<file path="src/ttu_pkg.sv">
package ttu_pkg;
  // apb address width, counter width
  localparam int unsigned TTU_ADDR_W = 12;
  localparam int unsigned TTU_CNT_W = 16;
  // register indices; byte address is four times the index
  localparam logic [9:0] TTU_T0_TALLY_IDX = 10'h050;
  localparam logic [9:0] TTU_T0_LIMA_IDX = 10'h052;
  localparam logic [9:0] TTU_T0_LIMB_IDX = 10'h054;
  localparam logic [9:0] TTU_T0_CTRL_IDX = 10'h056;
  localparam logic [9:0] TTU_T1_TALLY_IDX = 10'h058;
  localparam logic [9:0] TTU_T1_LIMA_IDX = 10'h05a;
  localparam logic [9:0] TTU_T1_LIMB_IDX = 10'h05c;
  localparam logic [9:0] TTU_T1_CTRL_IDX = 10'h05e;
  localparam logic [9:0] TTU_T2_TALLY_IDX = 10'h060;
  localparam logic [9:0] TTU_T2_LIMA_IDX = 10'h062;
  localparam logic [9:0] TTU_T2_CTRL_IDX = 10'h066;
  // register kinds returned by the address decoder
  localparam logic [1:0] TTU_K_TALLY = 2'h0;
  localparam logic [1:0] TTU_K_LIMA = 2'h1;
  localparam logic [1:0] TTU_K_LIMB = 2'h2;
  localparam logic [1:0] TTU_K_CTRL = 2'h3;
  // mode/control word field positions
  localparam int unsigned TTU_EN_B = 15;
  localparam int unsigned TTU_GATE_B = 14;
  localparam int unsigned TTU_INT_B = 13;
  localparam int unsigned TTU_RIU_B = 12;
  localparam int unsigned TTU_MC_B = 5;
  localparam int unsigned TTU_RTG_B = 4;
  localparam int unsigned TTU_PRE_B = 3;
  localparam int unsigned TTU_EXT_B = 2;
  localparam int unsigned TTU_ALT_B = 1;
  localparam int unsigned TTU_FREE_RUN_SELECT_B = 0;
  // reset values: dual-limit mode on for timers 0 and 1, pins high
  localparam logic [2:0] TTU_ALT_RST = 3'h3;
  localparam logic [1:0] TTU_OUT_RST = 2'h3;
  // each timer is serviced once every four cpu clocks
  localparam int unsigned TTU_SERVICE_DIV = 4;
  localparam logic [1:0] TTU_SVC_LAST = 2'(TTU_SERVICE_DIV - 1);
endpackage : ttu_pkg

</file>
<file path="src/ttu_timer_unit.sv">
// Notes on behaviour
// - run-enable clear stops counting; input pin transitions then ignored.
// - free-run clear: run-enable self-clears at maximum count.
// - control write changes run-enable only with gate bit set; gate reads 0.
// - interrupt-on-terminal set: request at every terminal, both limits in dual mode.
// - an issued request stays latched downstream even if enable later cleared.
// - active-limit indicator shows limit in use; not writable; zero without dual mode.
// - limit-reached flag set at each maximum count; only software clears it.
// - edge-restart select only matters with internal clocking.
// - gated mode counts while pin high, holds while low; pin may be asynchronous.
// - edge-restart: rising edge starts, clears to zero, later edges clear again.
// - chained bit chooses quarter cpu clock or timer 2 output as clock.
// - outside-clock select counts pin rising edges; else pin is control.
// - output reacts within 6 clocks; edges 4 clocks apart all counted.
// - dual mode alternates limits A and B at each maximum count; else A.
// - single mode pulses out low one clock; dual mode out low while B.
// - free-run runs on; else halts at max, dual mode after A then B.
// - timer 2 has dual, outside, chained, edge-restart and indicator fixed zero.
// - count readable and writable anytime; write acts in current count cycle.
// - reset only on equality with limit; else wrap through 0xffff.
// - reset clears run-enable, indicator; sets dual mode; out pins go high.
// - count returns to zero on the limit clock; limit never held.
// - every timer register access adds one wait state.
//
// Our own choice: the APB slave port.
`timescale 1ns/1ps
module ttu_timer_unit
(
  // clock, reset, clock enable
  input wire logic sys_clk,
  input wire logic reset,
  input wire logic clkEn,
  // apb slave
  input wire logic psel,
  input wire logic penable,
  input wire logic pwrite,
  input wire logic [ttu_pkg::TTU_ADDR_W-1:0] paddr,
  input wire logic [31:0] pwdata,
  output logic [31:0] prdata,
  output logic pready,
  output logic pslverr,
  // timer pins of timers 0 and 1
  input wire logic [1:0] timerIn,
  output logic [1:0] timerOut,
  // terminal-count requests to the interrupt controller
  output logic [2:0] timerIrq
);
  import ttu_pkg::*;

  // address decode: {hit, timer, kind}
  function automatic logic [4:0] ttuDecode(input logic [TTU_ADDR_W-1:0] a);
    logic [4:0] r;
    r = 5'h00;
    if (a[1:0] == 2'h0)
    begin
      case (a[TTU_ADDR_W-1:2])
        TTU_T0_TALLY_IDX: r = {1'b1, 2'h0, TTU_K_TALLY};
        TTU_T0_LIMA_IDX: r = {1'b1, 2'h0, TTU_K_LIMA};
        TTU_T0_LIMB_IDX: r = {1'b1, 2'h0, TTU_K_LIMB};
        TTU_T0_CTRL_IDX: r = {1'b1, 2'h0, TTU_K_CTRL};
        TTU_T1_TALLY_IDX: r = {1'b1, 2'h1, TTU_K_TALLY};
        TTU_T1_LIMA_IDX: r = {1'b1, 2'h1, TTU_K_LIMA};
        TTU_T1_LIMB_IDX: r = {1'b1, 2'h1, TTU_K_LIMB};
        TTU_T1_CTRL_IDX: r = {1'b1, 2'h1, TTU_K_CTRL};
        TTU_T2_TALLY_IDX: r = {1'b1, 2'h2, TTU_K_TALLY};
        TTU_T2_LIMA_IDX: r = {1'b1, 2'h2, TTU_K_LIMA};
        TTU_T2_CTRL_IDX: r = {1'b1, 2'h2, TTU_K_CTRL};
        default: r = 5'h00;
      endcase
    end
    return r;
  endfunction : ttuDecode

  logic [1:0] divQ;
  logic [TTU_CNT_W-1:0] tallyQ [3];
  logic [TTU_CNT_W-1:0] limAQ [3];
  logic [TTU_CNT_W-1:0] limBQ [2];
  logic [TTU_CNT_W-1:0] nxt [3];
  logic [TTU_CNT_W-1:0] lim [3];
  logic [2:0] enQ, intQ, riuQ, mcQ, rtgQ, preQ, extQ, altQ, contQ, startQ;
  logic [2:0] syncQ [2];
  logic [1:0] lvlQ, rise;
  logic [2:0] tick, term, restart, wrCtrl, wrTally, wrLimA, altD, riuD;
  logic [1:0] wrLimB;
  logic [4:0] dec;
  logic hit, wrAcc, slot;
  logic [1:0] tSel, kind;
  logic [15:0] rdData;

  // bus decode and write strobes; a write lands on the edge that samples pready
  always_comb
  begin
    dec = ttuDecode(paddr);
    hit = dec[4];
    tSel = dec[3:2];
    kind = dec[1:0];
    wrAcc = psel && penable && pready && pwrite && hit;
    for (int i = 0; i < 3; i++)
    begin
      wrCtrl[i] = wrAcc && (tSel == 2'(i)) && (kind == TTU_K_CTRL);
      wrTally[i] = wrAcc && (tSel == 2'(i)) && (kind == TTU_K_TALLY);
      wrLimA[i] = wrAcc && (tSel == 2'(i)) && (kind == TTU_K_LIMA);
    end
    for (int i = 0; i < 2; i++)
      wrLimB[i] = wrAcc && (tSel == 2'(i)) && (kind == TTU_K_LIMB);
  end

  // read mux; the gate bit is never stored so it reads zero
  always_comb
  begin
    rdData = 16'h0000;
    if (hit && tSel != 2'h3)
    begin
      case (kind)
        TTU_K_TALLY: rdData = tallyQ[tSel];
        TTU_K_LIMA: rdData = limAQ[tSel];
        TTU_K_LIMB: rdData = (tSel[1]) ? 16'h0000 : limBQ[tSel[0]];
        TTU_K_CTRL:
        begin
          rdData[TTU_EN_B] = enQ[tSel];
          rdData[TTU_GATE_B] = 1'b0;
          rdData[TTU_INT_B] = intQ[tSel];
          rdData[TTU_RIU_B] = riuQ[tSel];
          rdData[TTU_MC_B] = mcQ[tSel];
          rdData[TTU_RTG_B] = rtgQ[tSel];
          rdData[TTU_PRE_B] = preQ[tSel];
          rdData[TTU_EXT_B] = extQ[tSel];
          rdData[TTU_ALT_B] = altQ[tSel];
          rdData[TTU_FREE_RUN_SELECT_B] = contQ[tSel];
        end
        default: rdData = 16'h0000;
      endcase
    end
  end

  // apb answer: one wait cycle lets the count pipeline settle before data
  always_ff @(posedge sys_clk)
  begin
    if (reset)
    begin
      pready <= 1'b0;
      pslverr <= 1'b0;
      prdata <= 32'h00000000;
    end
    else if (clkEn)
    begin
      if (pready)
      begin
        pready <= 1'b0;
        pslverr <= 1'b0;
      end
      else if (psel && penable)
      begin
        pready <= 1'b1;
        pslverr <= !hit;
        prdata <= (hit && !pwrite) ? {16'h0000, rdData} : 32'h00000000;
      end
    end
  end

  // service slot every fourth clock
  always_ff @(posedge sys_clk)
  begin
    if (reset)
      divQ <= 2'h0;
    else if (clkEn)
      divQ <= divQ + 2'h1;
  end

  // pin synchronisers; a level counts once stages two and three agree
  always_ff @(posedge sys_clk)
  begin
    if (reset)
    begin
      syncQ[0] <= 3'h0;
      syncQ[1] <= 3'h0;
      lvlQ <= 2'h0;
    end
    else if (clkEn)
    begin
      for (int i = 0; i < 2; i++)
      begin
        syncQ[i] <= {syncQ[i][1:0], timerIn[i]};
        if (syncQ[i][1] == syncQ[i][2])
          lvlQ[i] <= syncQ[i][2];
      end
    end
  end

  // tick, terminal and restart decisions; timer 2 first since 0 and 1 chain on it
  always_comb
  begin
    slot = (divQ == TTU_SVC_LAST);
    for (int i = 0; i < 3; i++)
      nxt[i] = tallyQ[i] + 16'h0001;
    // edges seen while disabled are dropped, not stored
    for (int i = 0; i < 2; i++)
      rise[i] = (syncQ[i][1] == syncQ[i][2]) && syncQ[i][2] && !lvlQ[i] && enQ[i];
    lim[2] = limAQ[2];
    tick[2] = enQ[2] && slot;
    restart[2] = 1'b0;
    term[2] = tick[2] && (nxt[2] == lim[2]);
    for (int i = 0; i < 2; i++)
    begin
      lim[i] = riuQ[i] ? limBQ[i] : limAQ[i];
      restart[i] = !extQ[i] && rtgQ[i] && rise[i];
      // outside clocking counts edges at once, not at the slot, to keep latency low
      if (extQ[i])
        tick[i] = rise[i];
      else
        tick[i] = enQ[i] && (preQ[i] ? term[2] : slot)
          && (rtgQ[i] ? startQ[i] : lvlQ[i]);
      term[i] = tick[i] && !restart[i] && (nxt[i] == lim[i]);
    end
    for (int i = 0; i < 3; i++)
    begin
      altD[i] = wrCtrl[i] ? (pwdata[TTU_ALT_B] && i != 2) : altQ[i];
      riuD[i] = altD[i] && (term[i] ? !riuQ[i] : riuQ[i]);
    end
  end

  // count and limit registers; a software write wins over the tick
  always_ff @(posedge sys_clk)
  begin
    if (reset)
    begin
      for (int i = 0; i < 3; i++)
      begin
        tallyQ[i] <= 16'h0000;
        limAQ[i] <= 16'h0000;
      end
      limBQ[0] <= 16'h0000;
      limBQ[1] <= 16'h0000;
    end
    else if (clkEn)
    begin
      for (int i = 0; i < 3; i++)
      begin
        if (wrTally[i])
          tallyQ[i] <= pwdata[15:0];
        else if (restart[i] || term[i])
          tallyQ[i] <= 16'h0000;
        else if (tick[i])
          tallyQ[i] <= nxt[i];
        if (wrLimA[i])
          limAQ[i] <= pwdata[15:0];
      end
      for (int i = 0; i < 2; i++)
        if (wrLimB[i])
          limBQ[i] <= pwdata[15:0];
    end
  end

  // mode/control bits; timer 2 keeps its missing modes at zero
  always_ff @(posedge sys_clk)
  begin
    if (reset)
    begin
      enQ <= 3'h0;
      intQ <= 3'h0;
      riuQ <= 3'h0;
      mcQ <= 3'h0;
      rtgQ <= 3'h0;
      preQ <= 3'h0;
      extQ <= 3'h0;
      altQ <= TTU_ALT_RST;
      contQ <= 3'h0;
      startQ <= 3'h0;
    end
    else if (clkEn)
    begin
      for (int i = 0; i < 3; i++)
      begin
        if (wrCtrl[i])
        begin
          intQ[i] <= pwdata[TTU_INT_B];
          rtgQ[i] <= pwdata[TTU_RTG_B] && i != 2;
          preQ[i] <= pwdata[TTU_PRE_B] && i != 2;
          extQ[i] <= pwdata[TTU_EXT_B] && i != 2;
          contQ[i] <= pwdata[TTU_FREE_RUN_SELECT_B];
        end
        altQ[i] <= altD[i];
        riuQ[i] <= riuD[i];
        // a gated write beats the self-clear in the same cycle
        if (wrCtrl[i] && pwdata[TTU_GATE_B])
          enQ[i] <= pwdata[TTU_EN_B];
        else if (term[i] && !contQ[i] && (!altQ[i] || riuQ[i]))
          enQ[i] <= 1'b0;
        // hardware set wins over a software clear
        mcQ[i] <= (wrCtrl[i] ? pwdata[TTU_MC_B] : mcQ[i]) || term[i];
        if (!enQ[i])
          startQ[i] <= 1'b0;
        else if (restart[i])
          startQ[i] <= 1'b1;
      end
    end
  end

  // output pins and interrupt pulses, both registered
  always_ff @(posedge sys_clk)
  begin
    if (reset)
    begin
      timerOut <= TTU_OUT_RST;
      timerIrq <= 3'h0;
    end
    else if (clkEn)
    begin
      for (int i = 0; i < 2; i++)
        timerOut[i] <= altD[i] ? !riuD[i] : !term[i];
      // a pulse once sent is never withdrawn; the controller latches it
      timerIrq <= term & intQ;
    end
  end
endmodule : ttu_timer_unit

</file>
<file path="config.mk">
export PLATFORM = sky130hd
export DESIGN_NAME = ttu_timer_unit
export DESIGN_NICKNAME = d
export VERILOG_FILES = /design/src/ttu_pkg.sv /design/src/ttu_timer_unit.sv
export SDC_FILE = /design/constraint.sdc
export NUM_CORES = 1
export LEC_CHECK = 0
export BUFFER_PORTS_ARGS = -buffer_cell sky130_fd_sc_hd__buf_2
export CAP_MARGIN = 20
export CORE_MARGIN = 3
export CORE_UTILIZATION = 47
export CTS_BUF_LIST = sky130_fd_sc_hd__clkbuf_4
export DETAILED_ROUTE_END_ITERATION = 6
export SETUP_SLACK_MARGIN = 0.4
export SKIP_LAST_GASP = 1
export SLEW_MARGIN = 20
export SYNTH_ARGS = -nofsm -noshare
export SYNTH_HDL_FRONTEND = slang
export SYNTH_SLANG_ARGS = --single-unit
</file>
<file path="constraint.sdc">
create_clock -name sys_clk -period 5.37 [get_ports sys_clk]
set_input_delay 0 -clock sys_clk [delete_from_list [all_inputs] [get_ports sys_clk]]
set_output_delay 0 -clock sys_clk [all_outputs]
set_load 0.005 [all_outputs]
</file>
## After elaboration in Yosys (flattened, before gate mapping)

Memory sizes are Yosys's and may differ from the RTL's.
Cells that the tools add are included.

- $add $sub $neg: 4
- Order comparisons: 1
- Equal/unequal tests: 25
- Multiplexer cells: 145
- Bitwise operators: 18
- Reduce and logical (&&, ||, !) cells: 100

Operators with widths:

| cell | number |
|---|---|
| $mux W16 | 19 |
| $eq A10 B7 Y1 const B | 11 |
| $mux W1 | 110 |
| $pmux W5 S11 | 1 |
| $logic_and A1 B1 Y1 | 52 |
| $add A16 B1 Y16 const B | 3 |
| $eq A16 B16 Y1 | 3 |
| $pmux W6 S4 | 1 |
| $reduce_and A2 Y1 | 11 |
| $logic_not A1 Y1 | 21 |
| $bmux W1 S2 | 9 |
| $pmux W6 S3 | 1 |
| $or A1 B1 Y1 | 16 |
| $pmux W4 S4 | 1 |
| $eq A2 B2 Y1 const B | 4 |
| $logic_or A1 B1 Y1 | 8 |
| $reduce_bool A2 Y1 | 4 |
| $logic_not A2 Y1 | 3 |
| $mux W3 | 2 |
| $mux W5 | 1 |
| $eq A2 B1 Y1 const B | 2 |
| $ne A2 B1 Y1 const B | 2 |
| $and A3 B3 Y3 | 1 |
| $lt A2 B3 Y1 const B | 1 |
| other kinds (5) | 6 |

- Bits in registers: 69
- Bits in writable memories: 134
- Bits of input ports: 52
- Logic and storage cells: 325
- Memories: 4

Memories:

| name | words | width | rd ports | clocked after Yosys merged registers in | wr ports | RTL line | source |
|---|---|---|---|---|---|---|---|
| limAQ | 3 | 16 | 4 | 0 | 3 | ttu_timer_unit.sv:76 | `logic [TTU_CNT_W-1:0] limAQ [3];` |
| tallyQ | 3 | 16 | 4 | 0 | 3 | ttu_timer_unit.sv:75 | `logic [TTU_CNT_W-1:0] tallyQ [3];` |
| limBQ | 2 | 16 | 3 | 0 | 2 | ttu_timer_unit.sv:77 | `logic [TTU_CNT_W-1:0] limBQ [2];` |
| syncQ | 2 | 3 | 2 | 0 | 2 | ttu_timer_unit.sv:81 | `logic [2:0] syncQ [2];` |

## Depth between registers and ports, before layout

An unclocked memory read counts as a cell.

- Word-level depth: 18
- Mapped depth: 11
- Gate-level depth less buffers: 9

## Least setup slack after synthesis

Ideal clock, no wire load.

- Path type: register to register
- Start point: memory tallyQ[2][1]
- End point: memory tallyQ[1][0] (enable)
- Arrival: 3460 ps
- Data required time: 4959 ps
- Path slack: 1498 ps
- Cell stages (with the launch flop): 10
- Buffers on the path: 0
- Cell sequence: edfxtp_1 ha_1 nand3_1 nor3_1 xnor2_1 nand4_1 nor4_4 and4_1 nor3_1 o21ai_0

RTL lines:

| item | RTL line |
|---|---|
| start: declaration | ttu_timer_unit.sv:75 |

==> summary.txt <==
Die
  – Row Count: 56
  – Core area: 23900 um2
  – Die height: 163 um
  – Starting Density: just under 50%
  – Die ar.: 26600 um2
  – Die Wd: 163 um
  – I/O pin total: 91

Pwr
  – Power Density: 211 nW/um2
  – Peak VDD IR: 118 uV
  – Final Power: 2.70 mW
  – P_leak: between 4 and 5 nW

Detailed routing
  – Drt wl/cell: 26.1 um
  – Met3 routed WL: 4.23 mm
  – DRT iter0 DRCs: 1367
  – Final WL: 41.4 mm
  – Pre-antenna DRT Iters: 6
  – Final ANT Viol Nets: 0
  – Max layer used: met4
  – Met2 wire length: 17.8 mm
  – Post-route DRC: 0
  – Wire length on met1: approximately 17 mm
  – Vias per cell: 6.55
  – Via count: 10400

STA
  – RSZ-0062 raised after global routing: false
  – Clock Skews: around 49 ps
  – Setup TNS Final: 0 ps
  – Final period util: about three quarters
  – Post-layout minimum cycle time: 4050 ps
  – Relative slew slack: 25.4%
  – Pin slew with the least headroom to its limit: about 1100 ps
  – PnR worst setup slack: ~1300 ps
  – Final Max Tran Viols: 0
  – Finish-stage setup viols: 0
  – FMAX: roughly 250 MHz
  – Final Hold Fails: 0

Hold path
  – Min-delay src: pwrite
  – Worst Hold Class: in -> reg
  – Worst hold path depth: 5
  – Hold EP: prdata[4]

CTS
  – Clk pin slew, worst setup/hold paths: 200 ps
  – # H-tree levels: 4
  – Clk sink count: about 190
  – Clock Latency Late Sink: 630 ps
  – Cts repair resizes: 0
  – TritonCTS clock tree: done
  – Post-CTS Hold Fix Bufs: 34
  – CTS buffer count: 17
  – Root buffer cell: clkbuf_4
  – Maximum root-to-sink buffer count: 2
  – Post-CTS setup buffer count: 0

Yosys
  – Synth Area in XOR/XNOR: 8.76%
  – Compound-Gate Fraction of Synth Area: between 10% and 20%
  – Primary FF master, synth: edfxtp_1
  – Async SR Flop Fraction: 0%
  – Simple-Gate Fraction of Synth Area: 19.1%
  – Mux cell area share after synthesis: 3.83%
  – Sequential share of the synthesized area: between 40% and 50%
  – Post-synth EDFFs: 134
  – Yosys reg bits: 187
  – Yosys top cell by area: edfxtp_1
  – Post-synth top area share: 34.6%
  – Mapped cell area: 11600 um2
  – Ys Warns: 0
  – Synth area leaders: edfxtp_1, dfxtp_1, xnor2_1
  – Synth Instances: between 1000 and 1500
  – Post-Syn Area per Cell: about 9.7 um2
  – Post-synthesis adder-cell area fraction: 0.646%
  – Largest family of logic cells by synthesized area: simple AND/OR/NAND/NOR gates
  – Netlist cell types: 89

Setup path
  – Worst R2R Start: tallyQ[2][0]
  – Startpoint types: flop
  – Worst path required time: 5730 ps
  – Crit path max fanout: 17
  – Crit path DAT: about 4400 ps
  – CP endpoint kind: flop
  – R2R cell count: 9
  – Reg2reg setup slack: 1320 ps
  – Crit Path Category: reg -> reg
  – RR Endpoint: tallyQ[1][9]

Finish
  – Layout Nets: around 1300
  – Final non-filler cell area: around 13000 um2
  – Layout cells sized above 1: between 10 and 15%
  – Layout filler cell count: 2198
  – Finished Layout Cells: 1588
  – Layout area overhead: 10.1%

Status
  – Status: completed

GRT
  – Number of global-route vias before repair: 9465
  – Pin count of the biggest net entering global routing: 51
  – First-pass GRT wire length: 60.8 mm
  – Congestion Overflow GR: 0
  – Initial antenna violation count: 1
  – Global-route usage over all layers: a little under a third

Place
  – I/O Buffers: between 50 and 60
  – Gp weighted congestion: 0.939
  – Post-DP Area: 12200 um2
  – Post-DP HPWL: 29.7 mm
  – Placed insts: between 1500 and 2000
  – Setup slack at placement: 1460 ps

Job
  – Max-Cap Viols: 0
## critical path: stages (launching register included)
cell	delay, ps
edfxtp_1	630
ha_1	350
nand3_1	330
nor3_1	440
xnor2_1	230
nand4_1	200
nor4_4	480
o2111ai_1	230
a21o_1	460
a2111oi_1	450
## cell usage in the layout (no fill, tap or decap), drive strengths merged, types with 6 or more instances in the layout
| cell type | instances |
|---|---|
| xnor3 | 13 |
| nand2 | 80 |
| or3 | 10 |
| a2111oi | 9 |
| edfxtp | 134 |
| inv | 36 |
| nor2 | 78 |
| xnor2 | 54 |
| buf | 92 |
| nand3b | 8 |
| a22oi | 22 |
| nand3 | 45 |
| mux2i | 40 |
| xor2 | 26 |
| o32ai | 11 |
| and2 | 18 |
| clkbuf | 18 |
| dfxtp | 53 |
| nor3 | 39 |
| ha | 6 |
| conb | 16 |
| dlygate4sd3 | 34 |
| or4 | 10 |
| and3 | 13 |
| o22ai | 26 |
| nor4 | 34 |
| nor2b | 8 |
| o21ai | 66 |
| o211ai | 8 |
| o2bb2ai | 15 |
| a21oi | 94 |
| o221ai | 10 |
| nand4 | 26 |
| o22a | 9 |
## final cells by class
| cell class | instances | area [um2] | area share [%] |
|---|---|---|---|
| multi-input combinational | 895 | 6040 | 47.2 |
| sequential | 187 | 5080 | 39.7 |
| timing repair buffer | 126 | 886 | 6.92 |
| tap | 319 | 399 | 3.12 |
| clock inverter | 14 | 146 | 1.14 |
| clock buffer | 18 | 135 | 1.06 |
| inverter | 28 | 105 | 0.821 |
| antenna | 1 | 2.50 | 0.0196 |
## worst max-delay path by stage
| stage | start | endpoint | cells past startpoint |
|---|---|---|---|
| 2_1_floorplan | tallyQ[2][1] | tallyQ[1][0] | 9 |
| 3_3_place_gp | tallyQ[2][0] | tallyQ[1][9] | 9 |
| 3_5_place_dp | tallyQ[2][0] | tallyQ[1][9] | 9 |
| 4_1_cts | tallyQ[2][0] | tallyQ[1][9] | 9 |
| 5_1_grt | tallyQ[2][0] | tallyQ[1][9] | 9 |
| 6_report | tallyQ[2][0] | tallyQ[1][9] | 9 |
## power by group
part	total [mW]	internal, mW	leakage, nW	switching [mW]
Combinational	0.270	0.102	2.38	0.168
Clock	0.796	0.215	0.151	0.581
Sequential	1.63	1.58	1.82	0.0510
Total	2.70	1.90	4.35	0.800
## kinds of logic after synthesis
logic type,count (synthesis)
flops,187
compound gates,331
fa+ha+maj,6
simple gates,404
mux,44
buf+inv,132
other cells,1
xor+xnor,94
## state kept, by name (all words and copies together) (netlist names), 6 cells and up
| name | flops |
|---|---|
| limBQ | 32 |
| limAQ | 48 |
| syncQ | 6 |
| prdata | 16 |
| tallyQ | 48 |
## cell usage after synthesis (15+ instances only)
master and n:
nand2_1 80, clkbuf_1 57, nand3_1 43, xor2_1 26, o22ai_1 26, inv_1 28, edfxtp_1 134, o2bb2ai_1 15
xnor2_1 54, and2_1 18, nor2_1 78, a22oi_1 22, buf_4 16, nand4_1 23, o21ai_0 61, mux2i_1 40
dfxtp_1 53, buf_2 20, a21oi_1 94, nor3_1 39, nor4_1 30
## metrics by stage
step | hold slack [ps] | utilization (%)
floorplan | 144 | -
finish | 164 | 53.6
CTS | 108 | 53.5
detailed placement | 319 | 50.9
global placement | 319 | 50.9
global route | 187 | 53.6
## layer usage
layer  vias up  track usage [%]
li1       4658                -
met1      4988             42.9
met2       656             46.2
met3       103             6.82
met4         0             13.4
met5         -                0
No activity file was read; power rests on OpenSTA's default activity.
